==> src/include/tsf_cfg.svh <==
`ifndef TSF_CFG_SVH
`define TSF_CFG_SVH

// ****************************************
// Register offsets (byte addresses)
// ****************************************
`define OFS_FUNC    8'h00
`define OFS_SER     8'h04
`define OFS_PRI_LO  8'h08
`define OFS_PRI_HI  8'h0C
`define OFS_LAT     8'h10
`define OFS_LON     8'h14
`define OFS_STAT    8'h18
`define OFS_CTRL    8'h1C

// ****************************************
// Function settings bit positions
// ****************************************
`define FB_SIM      0
`define FB_EVAL     1
`define FB_TBASE    2
`define FB_MANUAL   3
`define FB_OUTSEL   4
`define FB_DYN      5

// ****************************************
// Reset values
// ****************************************
`define RST_FUNC    8'h00
`define RST_SER     8'h86
`define RST_PRI     16'hAAAA

// ****************************************
// Ranges and timing
// ****************************************
`define LAT_DEG_MAX 7'h59
`define LON_DEG_MAX 8'hB3
`define MIN_MAX     6'h3B
`define CLK_HZ      40000000
`define MS_US       1000
`define SIM_HOURS   4
`define FRAME_MS    10'h3E8
`define DYN_LONG_MS 10'h3D4
`define DYN_SHRT_MS 10'h014

`endif

==> src/include/tsf_pkg.sv <==
package tsf_pkg;

  // Serial setting shared by every serial port
  typedef struct packed {
    logic       string_out_en; // Master/slave string output on
    logic       seven_bits;    // 1: 7 data bits, 0: 8
    logic [1:0] parity;        // 00 none, 10 even, 11 odd
    logic       two_stop;      // 1: two stop bits
    logic [2:0] baud_code;     // 100..111: 2400..19200
  } ser_cfg_t;

  // Time string interpretation flags
  typedef struct packed {
    logic string_is_utc;      // Received time is UTC
    logic derive_utc;         // UTC computed from local
    logic derive_local;       // Local computed from UTC
    logic use_internal_ofs;   // Internal offset and changeover
  } tbase_t;

  // Whole state of the control block
  typedef struct packed {
    logic [7:0]  func;
    logic [7:0]  ser;
    logic [31:0] pri;
    logic [15:0] lat;
    logic [16:0] lon;
    logic        lat_ok;
    logic        pos_rej;
    logic        sec_sel;
    logic        use_sec;
    logic [15:0] ms_div;
    logic [9:0]  ms_cnt;
    logic [13:0] sim_sec;
    logic [15:0] ser_div;
    logic        ser_tick;
    logic        err_out;
    logic        front;
    logic        sync;
    logic [31:0] rdata;
  } state_t;

endpackage : tsf_pkg

==> src/rtl/time_source_function_control.sv <==
`timescale 1ns/1ps
`include "tsf_cfg.svh"
// Behaviour
// - Front output: pulse if select 0, error if 1
// - Multi-source changeover automatic or manual only
// - Time-base bit only used in special evaluation
// - Time-base 0: string local, derive UTC
// - Time-base 1: string UTC, derive local
// - Wrong time-base gives wrong times, unchecked
// - Evaluation 0: offsets from string status
// - Evaluation 1: internal offset and changeover
// - Simulation bit reports radio-synchronous status
// - Simulation ends after 4 hours or reset
// - Free-running mode keeps sync until reset
// - Latitude first, N/S, 00-89 deg, 00-59 min
// - Longitude after, E/W, 000-179, 00-59 min
// - Per-error major, minor or masked priority
// - Minor/major distinct only in dynamic mode
// - Error indicator while unmasked error active
// - Sixteen priorities in two groups of eight
// - One serial setting for all ports
// - Dynamic 980/20, 20/980, low; static low/high
// - Serial byte: string, data, parity, stop bits
// - Baud codes 100-111; default byte 10000110
module time_source_function_control #(
  parameter int MS_CYC  = (`CLK_HZ / 1000000) * `MS_US,
  parameter int SIM_SEC = `SIM_HOURS * 3600,
  parameter int CLK_HZ  = `CLK_HZ,
  parameter int MULTI   = 1
) (
  input  wire logic             ref_clk,
  input  wire logic             resetn,
  input  wire logic [7:0]       addr,
  input  wire logic [31:0]      wdata,
  input  wire logic             wr,
  input  wire logic             rd,
  output logic [31:0]           rdata,
  input  wire logic             pps_in,
  input  wire logic [15:0]      err_active,
  input  wire logic             source_sync,
  input  wire logic             primary_fail,
  input  wire logic             free_running_oscillator_mode,
  output logic                  front_out,
  output logic                  err_out,
  output logic                  radio_sync,
  output logic                  sim_display,
  output logic                  err_indicator,
  output logic                  use_secondary,
  output tsf_pkg::tbase_t       tbase,
  output tsf_pkg::ser_cfg_t     ser_cfg,
  output logic                  baud_tick
);

  // ****************************************
  // State and derived values
  // ****************************************
  tsf_pkg::state_t q, d;          // Registered state and next
  logic [15:0] major_v;            // Active errors rated major
  logic [15:0] minor_v;            // Active errors rated minor
  logic        any_major;          // At least one major error
  logic        any_minor;          // At least one minor error
  logic        any_err;            // Any unmasked error
  logic        ms_tick;            // One pulse per millisecond
  logic        sec_tick;           // One pulse per second
  logic [15:0] baud_div;           // Cycles per bit period
  logic [7:0]  func_w;             // Written settings byte
  logic        lat_good;           // Latitude entry in range
  logic        lon_good;           // Longitude entry in range

  // ****************************************
  // Priority decode, one slice per error
  // ****************************************
  // Code 10 major, 01 minor, 00 or 11 masked
  genvar gi;
  generate
    for (gi = 0; gi < 16; gi++) begin : g_pri
      assign major_v[gi] = err_active[gi] &
                           (q.pri[2*gi +: 2] == 2'h2);
      assign minor_v[gi] = err_active[gi] &
                           (q.pri[2*gi +: 2] == 2'h1);
    end
  endgenerate

  assign any_major = |major_v;
  assign any_minor = |minor_v;
  assign any_err   = any_major | any_minor;

  // ****************************************
  // Timing enables
  // ****************************************
  assign ms_tick  = (q.ms_div == 16'(MS_CYC - 1));
  assign sec_tick = ms_tick & (q.ms_cnt == `FRAME_MS - 10'h001);

  // Bit period per code; unused codes give zero, no tick
  always_comb begin
    case (q.ser[2:0])
      3'h4:    baud_div = 16'(CLK_HZ / 2400);
      3'h5:    baud_div = 16'(CLK_HZ / 4800);
      3'h6:    baud_div = 16'(CLK_HZ / 9600);
      3'h7:    baud_div = 16'(CLK_HZ / 19200);
      default: baud_div = 16'h0000;
    endcase
  end

  // ****************************************
  // Position range checks
  // ****************************************
  // Degrees and minutes are plain binary fields, compared
  // against their decimal limits
  assign lat_good = (wdata[14:8] <= `LAT_DEG_MAX) &
                    (wdata[5:0]  <= `MIN_MAX);
  assign lon_good = (wdata[15:8] <= `LON_DEG_MAX) &
                    (wdata[5:0]  <= `MIN_MAX) & q.lat_ok;

  assign func_w = wdata[7:0];

  // ****************************************
  // Next state
  // ****************************************
  always_comb begin
    d = q;
    d.ser_tick = 1'b0;

    // Millisecond and frame counters
    if (ms_tick) begin
      d.ms_div = 16'h0000;
      d.ms_cnt = sec_tick ? 10'h000 : q.ms_cnt + 10'h001;
    end else begin
      d.ms_div = q.ms_div + 16'h0001;
    end

    // Baud divider shared by every serial port
    if (baud_div == 16'h0000) begin
      d.ser_div = 16'h0000;
    end else if (q.ser_div >= baud_div - 16'h0001) begin
      d.ser_div  = 16'h0000;
      d.ser_tick = 1'b1;
    end else begin
      d.ser_div = q.ser_div + 16'h0001;
    end

    // Simulation timer; oscillator mode holds sync
    // Expiry is a single cycle; a settings write in that same
    // cycle is applied below and so takes priority
    if (sec_tick && q.sim_sec != 14'h0000) begin
      d.sim_sec = q.sim_sec - 14'h0001;
      if (q.sim_sec == 14'h0001 && !free_running_oscillator_mode) begin
        d.func[`FB_SIM] = 1'b0;
      end
    end

    // Error output waveform over one second frame
    if (q.func[`FB_DYN]) begin
      if (any_major) begin
        d.err_out = 1'b0;
      end else if (any_minor) begin
        d.err_out = (d.ms_cnt < `DYN_SHRT_MS);
      end else begin
        d.err_out = (d.ms_cnt < `DYN_LONG_MS);
      end
    end else begin
      d.err_out = any_err;
    end

    // Connector carries the pulse or the error signal
    d.front = q.func[`FB_OUTSEL] ? d.err_out : pps_in;

    // Changeover: follow failure or software choice
    if (MULTI != 0) begin
      d.use_sec = q.func[`FB_MANUAL] ? q.sec_sel
                                     : primary_fail;
    end else begin
      d.use_sec = 1'b0;
    end

    // Simulated status overrides the real source
    d.sync = q.func[`FB_SIM] | source_sync;

    // Register writes; a settings write beats the timer
    if (wr) begin
      case (addr)
        `OFS_FUNC: begin
          d.func = func_w;
          if (func_w[`FB_SIM] && !q.func[`FB_SIM]) begin
            d.sim_sec = 14'(SIM_SEC);
          end
        end
        `OFS_SER:    d.ser = wdata[7:0];
        `OFS_PRI_LO: d.pri[15:0]  = wdata[15:0];
        `OFS_PRI_HI: d.pri[31:16] = wdata[15:0];
        `OFS_LAT: begin
          d.pos_rej = !lat_good;
          if (lat_good) begin
            d.lat    = wdata[15:0];
            d.lat_ok = 1'b1;
          end
        end
        `OFS_LON: begin
          d.pos_rej = !lon_good;
          if (lon_good) begin
            d.lon = wdata[16:0];
          end
        end
        `OFS_CTRL:   d.sec_sel = wdata[0];
        default: begin
          // Unmapped write is dropped; timer expiry still lands
        end
      endcase
    end

    // Read data stands only in the next cycle
    d.rdata = 32'h0000_0000;
    if (rd) begin
      case (addr)
        `OFS_FUNC:   d.rdata = {24'h000000, q.func};
        `OFS_SER:    d.rdata = {24'h000000, q.ser};
        `OFS_PRI_LO: d.rdata = {16'h0000, q.pri[15:0]};
        `OFS_PRI_HI: d.rdata = {16'h0000, q.pri[31:16]};
        `OFS_LAT:    d.rdata = {16'h0000, q.lat};
        `OFS_LON:    d.rdata = {15'h0000, q.lon};
        `OFS_STAT:   d.rdata = {24'h000000, 1'b0, q.use_sec,
                                q.pos_rej, q.lat_ok, any_major,
                                any_err, q.func[`FB_SIM], q.sync};
        `OFS_CTRL:   d.rdata = {31'h00000000, q.sec_sel};
        default:     d.rdata = 32'h0000_0000;
      endcase
    end
  end

  // ****************************************
  // State register
  // ****************************************
  always_ff @(posedge ref_clk or negedge resetn) begin
    if (!resetn) begin
      q         <= '0;
      q.func    <= `RST_FUNC;
      q.ser     <= `RST_SER;
      q.pri     <= {`RST_PRI, `RST_PRI};
    end else begin
      q <= d;
    end
  end

  // ****************************************
  // Outputs
  // ****************************************
  assign rdata         = q.rdata;
  assign front_out     = q.front;
  assign err_out       = q.err_out;
  assign radio_sync    = q.sync;
  assign sim_display   = q.func[`FB_SIM];
  assign err_indicator = any_err;
  assign use_secondary = q.use_sec;
  assign baud_tick     = q.ser_tick;
  assign ser_cfg       = tsf_pkg::ser_cfg_t'(q.ser);

  // Time base counts only under special evaluation; a wrong
  // setting simply yields wrong times, nothing detects it
  assign tbase.use_internal_ofs = q.func[`FB_EVAL];
  assign tbase.string_is_utc    = q.func[`FB_EVAL] &
                                  q.func[`FB_TBASE];
  assign tbase.derive_utc       = q.func[`FB_EVAL] &
                                  !q.func[`FB_TBASE];
  assign tbase.derive_local     = q.func[`FB_EVAL] &
                                  q.func[`FB_TBASE];
endmodule : time_source_function_control

==> config.mk <==
export PLATFORM = sky130hd
export DESIGN_NAME = time_source_function_control
export DESIGN_NICKNAME = d
export VERILOG_FILES = /design/src/include/tsf_pkg.sv /design/src/rtl/time_source_function_control.sv
export VERILOG_INCLUDE_DIRS = /design/src /design/src/include
export SDC_FILE = /design/constraint.sdc
export NUM_CORES = 1
export LEC_CHECK = 0
export BUFFER_PORTS_ARGS = -buffer_cell sky130_fd_sc_hd__buf_2
export CAP_MARGIN = 20
export CORE_ASPECT_RATIO = 0.7
export CORE_MARGIN = 2
export CORE_UTILIZATION = 55
export DETAILED_ROUTE_END_ITERATION = 10
export PLACE_DENSITY = 0.77
export SETUP_SLACK_MARGIN = 0.1
export SYNTH_ARGS = -nofsm -noshare
export SYNTH_HDL_FRONTEND = slang
export SYNTH_SLANG_ARGS = --single-unit
==> constraint.sdc <==
create_clock -name ref_clk -period 7.9 [get_ports ref_clk]
set_input_delay 0.79 -clock ref_clk [delete_from_list [all_inputs] [get_ports ref_clk]]
set_output_delay 0.79 -clock ref_clk [all_outputs]
set_load 0.01 [all_outputs]
==> metrics.txt <==
# TYPE chip_impl_metric gauge
chip_impl_info{name="run_status",value="finished clean"} 1
chip_impl_info{name="crit_path_cell_trace",value="buf_2, nor3_1, nand2b_1, nor3_2, nand2_1, nor3_2, nor2_1"} 1
chip_impl_metric{name="maxClockFrequency",unit="MHz"} 284
chip_impl_metric{name="seqCellArea",unit="um^2"} 4080
chip_impl_info{name="end_kind",value="register"} 1
chip_impl_metric{name="setup-tns-final",unit="ns"} 0
chip_impl_metric{name="cap_viol_max_count",unit=""} 0
chip_impl_metric{name="timing.reg2reg.setup_slack",unit="ns"} 4.76
chip_impl_metric{name="setup_slack_after_placement",unit="ns"} 4.03
chip_impl_metric{name="synth_enable_flop_cells",unit=""} 0
chip_impl_metric{name="layout_worst_path_cycle_share",unit="%"} 44.5
chip_impl_info{name="synth.largest_area_cell",value="sky130_fd_sc_hd__dfrtp_1"} 1
chip_impl_info{name="grt_setup_unrepaired",value="false"} 1
chip_impl_metric{name="final_count_of_pins_violating_max_slew",unit=""} 0
chip_impl_info{name="timing.rr.start",value="ser_cfg[0]"} 1
chip_impl_metric{name="pwr-share-seq",unit="%"} 47.9
chip_impl_metric{name="global_routing_usage_summed_across_all_routing_layers",unit="%"} 25.4
chip_impl_metric{name="detailed_place_hpwl",unit="um"} 13600
chip_impl_metric{name="cts_made_buffers",unit=""} 17
chip_impl_metric{name="slew_at_the_pin_closest_to_its_max_slew_limit",unit="ns"} 1.11
chip_impl_metric{name="layout_setup_ws",unit="ns"} 4.38
chip_impl_metric{name="htree_num_levels",unit=""} 4
chip_impl_metric{name="grt_pass1_vias",unit=""} 6128
chip_impl_metric{name="netSwitchingPower",unit="uW"} 455
chip_impl_metric{name="dr_total_vias",unit=""} 6280
chip_impl_metric{name="area_growth_syn_to_layout",unit="%"} 11.2
chip_impl_metric{name="fin_util",unit="%"} 63.2
chip_impl_metric{name="layout.filler_cells",unit=""} 1179
chip_impl_metric{name="postRouteWirelength",unit="um"} 19900
chip_impl_metric{name="powerDensity",unit="nW/um^2"} 195
chip_impl_metric{name="cts_repair_resize_count",unit=""} 0
chip_impl_metric{name="die-area",unit="um^2"} 16400
chip_impl_metric{name="power_switching_share",unit="%"} 24.8
chip_impl_info{name="worst_r2r_endpoint",value="q[49]"} 1
chip_impl_metric{name="global_route.overflow_total",unit=""} 0
chip_impl_info{name="crit_type",value="in -> reg"} 1
chip_impl_metric{name="ys.warnings.count",unit=""} 0
chip_impl_metric{name="critical_path_required",unit="ns"} 8.17
chip_impl_metric{name="antenna_cells_inserted",unit=""} 0
chip_impl_metric{name="finalSetupViolations",unit=""} 0
chip_impl_metric{name="post_synth_instance_area",unit="um^2"} 8450
chip_impl_metric{name="drive_gt1_share",unit="%"} 28.6
chip_impl_metric{name="dpl.cell_count",unit=""} 1015
chip_impl_metric{name="floorplan.initialDensity",unit="%"} 56.9
chip_impl_metric{name="post_synth.cell_area_avg",unit="um^2"} 10.8
chip_impl_metric{name="routedWlPerCell",unit="um"} 19.0
chip_impl_metric{name="clk_pin_slew",unit="ns"} 0.07
chip_impl_metric{name="internal_power",unit="mW"} 1.38
chip_impl_info{name="tritoncts",value="done"} 1
chip_impl_metric{name="cts.hold.buffers_added",unit=""} 0
chip_impl_metric{name="power_frac_comb",unit="%"} 6.6
chip_impl_metric{name="yosysTopAreaCellShare",unit="%"} 42.3
chip_impl_metric{name="multiInputGateArea",unit="um^2"} 3940
chip_impl_metric{name="post-route-drc-count",unit=""} 0
chip_impl_info{name="cts_root_buffer",value="sky130_fd_sc_hd__clkbuf_16"} 1
chip_impl_metric{name="die_w",unit="um"} 152
chip_impl_metric{name="leakage_component_of_the_power",unit="nW"} 4.33
chip_impl_metric{name="ir_worst_vdd",unit="mV"} 0.119
chip_impl_metric{name="layout.nets",unit=""} 927
chip_impl_metric{name="max_slew_margin",unit="%"} 25.9
chip_impl_metric{name="timing.reg2reg.worst_path_depth",unit=""} 13
chip_impl_metric{name="io_pins",unit=""} 115
chip_impl_metric{name="synth_async_sr_flop_share",unit="%"} 100
chip_impl_metric{name="grt_pass1_wl",unit="um"} 32800
chip_impl_metric{name="min_period",unit="ns"} 3.52
chip_impl_metric{name="critical_path.max_fanout",unit=""} 11
chip_impl_info{name="critical_path.most_common_cell",value="sky130_fd_sc_hd__nor3_2"} 1
chip_impl_info{name="critical_path.slowest_cell",value="sky130_fd_sc_hd__nor3_2"} 1
chip_impl_metric{name="placeableCoreArea",unit="um^2"} 14900
chip_impl_metric{name="cp_data_arrival_time",unit="ns"} 3.79
chip_impl_metric{name="buffer_ports.inserted",unit=""} 84
chip_impl_info{name="worstHoldPathType",value="in -> async"} 1
chip_impl_metric{name="drt_iter0_drc",unit=""} 524
chip_impl_metric{name="synthesis.instances",unit=""} 786
chip_impl_metric{name="detail_route.vias_per_cell",unit=""} 5.99
chip_impl_metric{name="clkPwrFrac",unit="%"} 45.4
chip_impl_metric{name="fp-row-count",unit=""} 37
chip_impl_metric{name="number_of_antenna_violations_at_the_first_check_in_global_routing",unit=""} 0
chip_impl_metric{name="timing.final.hold_violations",unit=""} 0
chip_impl_metric{name="final.setup_skew",unit="ns"} 0.0111
chip_impl_metric{name="netlist-cell-type-count",unit=""} 63
chip_impl_metric{name="worstSkewPairLatency",unit="ns"} 0.42
chip_impl_metric{name="postCtsSetupBuffers",unit=""} 0
chip_impl_info{name="netlist_top_cells_area",value="sky130_fd_sc_hd__dfrtp_1 (42%), sky130_fd_sc_hd__mux2_2 (10%), sky130_fd_sc_hd__dfstp_2 (5.9%)"} 1
chip_impl_info{name="postSynth.topFlopCell",value="sky130_fd_sc_hd__dfrtp_1"} 1
chip_impl_metric{name="crit_path_max_incr_delay",unit="ns"} 0.72
chip_impl_metric{name="cts.sinks",unit=""} 162
chip_impl_metric{name="routabilityCongestion",unit=""} 0.944
chip_impl_metric{name="postRouteAntennaNets",unit=""} 0
chip_impl_metric{name="final-instance-count-excl-fill",unit=""} 1048
chip_impl_metric{name="yosys_register_bits",unit=""} 162
chip_impl_metric{name="pin_count_of_the_biggest_net_entering_global_routing",unit=""} 98
chip_impl_metric{name="die_h",unit="um"} 108
chip_impl_info{name="timing.critical_path.from_type",value="input port"} 1
chip_impl_metric{name="drt_first_pass_iters",unit=""} 5
chip_impl_metric{name="p_total",unit="mW"} 1.83
chip_impl_metric{name="clock_path_buffers",unit=""} 2
chip_impl_metric{name="yosysSeqAreaShare",unit="%"} 48.3
cells in the final DEF (no fill, tap or decap), types with 12 or more instances in the layout:
cell type / count
sky130_fd_sc_hd__a21oi_1: 27
sky130_fd_sc_hd__a22oi_1: 34
sky130_fd_sc_hd__buf_2: 83
sky130_fd_sc_hd__clkbuf_16: 17
sky130_fd_sc_hd__conb_1: 15
sky130_fd_sc_hd__dfrtp_1: 143
sky130_fd_sc_hd__dfstp_2: 19
sky130_fd_sc_hd__ha_1: 23
sky130_fd_sc_hd__inv_1: 12
sky130_fd_sc_hd__mux2_2: 77
sky130_fd_sc_hd__nand2_1: 62
sky130_fd_sc_hd__nand3_1: 29
sky130_fd_sc_hd__nand3b_1: 18
sky130_fd_sc_hd__nand4_1: 17
sky130_fd_sc_hd__nor2_1: 58
sky130_fd_sc_hd__o21ai_0: 23
sky130_fd_sc_hd__xnor2_1: 23
sky130_fd_sc_hd__xor2_1: 20
worst max-delay path by stage:
stage          slack [ns]       start  endpoint
5_1_grt              4.20     addr[5]     q[61]
2_1_floorplan        5.07  ser_cfg[0]     q[43]
3_5_place_dp         4.03     addr[5]     q[55]
4_1_cts              4.43     addr[5]     q[61]
3_3_place_gp         4.12     addr[5]     q[61]
6_report             4.38     addr[5]     q[61]
state kept, by name, indices dropped and copies added, names as in the netlist:
signal and cells:
err_out 1, baud_tick 1, use_secondary 1, ser_cfg 8, sim_display 1, rdata 17, q 130, tbase 1
front_out 1, radio_sync 1
area by class of cell:
type / count / share of cell area (%)
clock buffer: 18 / 4.57
clock inverter: 14 / 1.76
inverter: 12 / 0.479
multi-input combinational: 555 / 41.9
sequential: 162 / 43.4
tap: 195 / 2.60
timing repair buffer: 92 / 5.26
power groups by stage:
stage | combinational [mW] | sequential [mW] | clock, mW
3_5_place_dp | 0.121 | 0.892 | 0
5_1_grt | 0.136 | 0.881 | 0.877
4_1_cts | 0.122 | 0.877 | 0.842
2_1_floorplan | 0.0685 | 0.885 | 0
6_report | 0.121 | 0.878 | 0.832
3_3_place_gp | 0.118 | 0.891 | 0
cells by family after synthesis:
logic type	share of synthesized area, %
fa+ha+maj	3.41
mux	10.5
simple gates	17.1
other cells	0.0444
xor+xnor	4.46
buf+inv	5.73
compound gates	10.5
flops	48.3
layer usage:
metal / track usage, % / vias to the layer above / wire length (um)
met1: 37.7 / 3108 / 9190
met4: 7.08 / 0 / 278
met3: 6.56 / 30 / 1760
met5: 0 / - / 0
li1: - / 2888 / -
met2: 36.9 / 254 / 8720
through the flow:
| step | hold WS (ns) | instance area (um^2) |
|---|---|---|
| 6_report | 0.476 | 9400 |
| 5_1_grt | 0.514 | 9400 |
| 4_1_cts | 0.485 | 9380 |
| 3_5_place_dp | 0.470 | 8790 |
| 3_3_place_gp | 0.462 | 8790 |
| 2_1_floorplan | 0.447 | 8500 |
critical path: cells and delay by family:
kind / cells / cell delay (ns)
buf+inv: 1 / 0.09
simple gates: 6 / 2.88
cells in the mapped netlist (3+ instances only):
cell type and number:
sky130_fd_sc_hd__dfrtp_1 143, sky130_fd_sc_hd__mux2_2 77, sky130_fd_sc_hd__nand2_1 62, sky130_fd_sc_hd__nor2_1 58, sky130_fd_sc_hd__buf_4 42, sky130_fd_sc_hd__a22oi_1 34
sky130_fd_sc_hd__nand3_1 29, sky130_fd_sc_hd__a21oi_1 27, sky130_fd_sc_hd__clkbuf_1 27, sky130_fd_sc_hd__ha_1 23, sky130_fd_sc_hd__o21ai_0 23, sky130_fd_sc_hd__xnor2_1 23
sky130_fd_sc_hd__xor2_1 20, sky130_fd_sc_hd__dfstp_2 19, sky130_fd_sc_hd__nand3b_1 18, sky130_fd_sc_hd__nand4_1 17, sky130_fd_sc_hd__inv_1 12, sky130_fd_sc_hd__a31oi_1 9
sky130_fd_sc_hd__and3_1 9, sky130_fd_sc_hd__nor3_1 9, sky130_fd_sc_hd__and2_1 8, sky130_fd_sc_hd__nand2b_1 8, sky130_fd_sc_hd__nor3_2 8, sky130_fd_sc_hd__a21o_1 7
sky130_fd_sc_hd__o22ai_1 7, sky130_fd_sc_hd__nor2b_1 6, sky130_fd_sc_hd__or3_1 6, sky130_fd_sc_hd__a222oi_1 4, sky130_fd_sc_hd__and4_1 4, sky130_fd_sc_hd__or4_1 3
(Power assumes the default switching activity.)
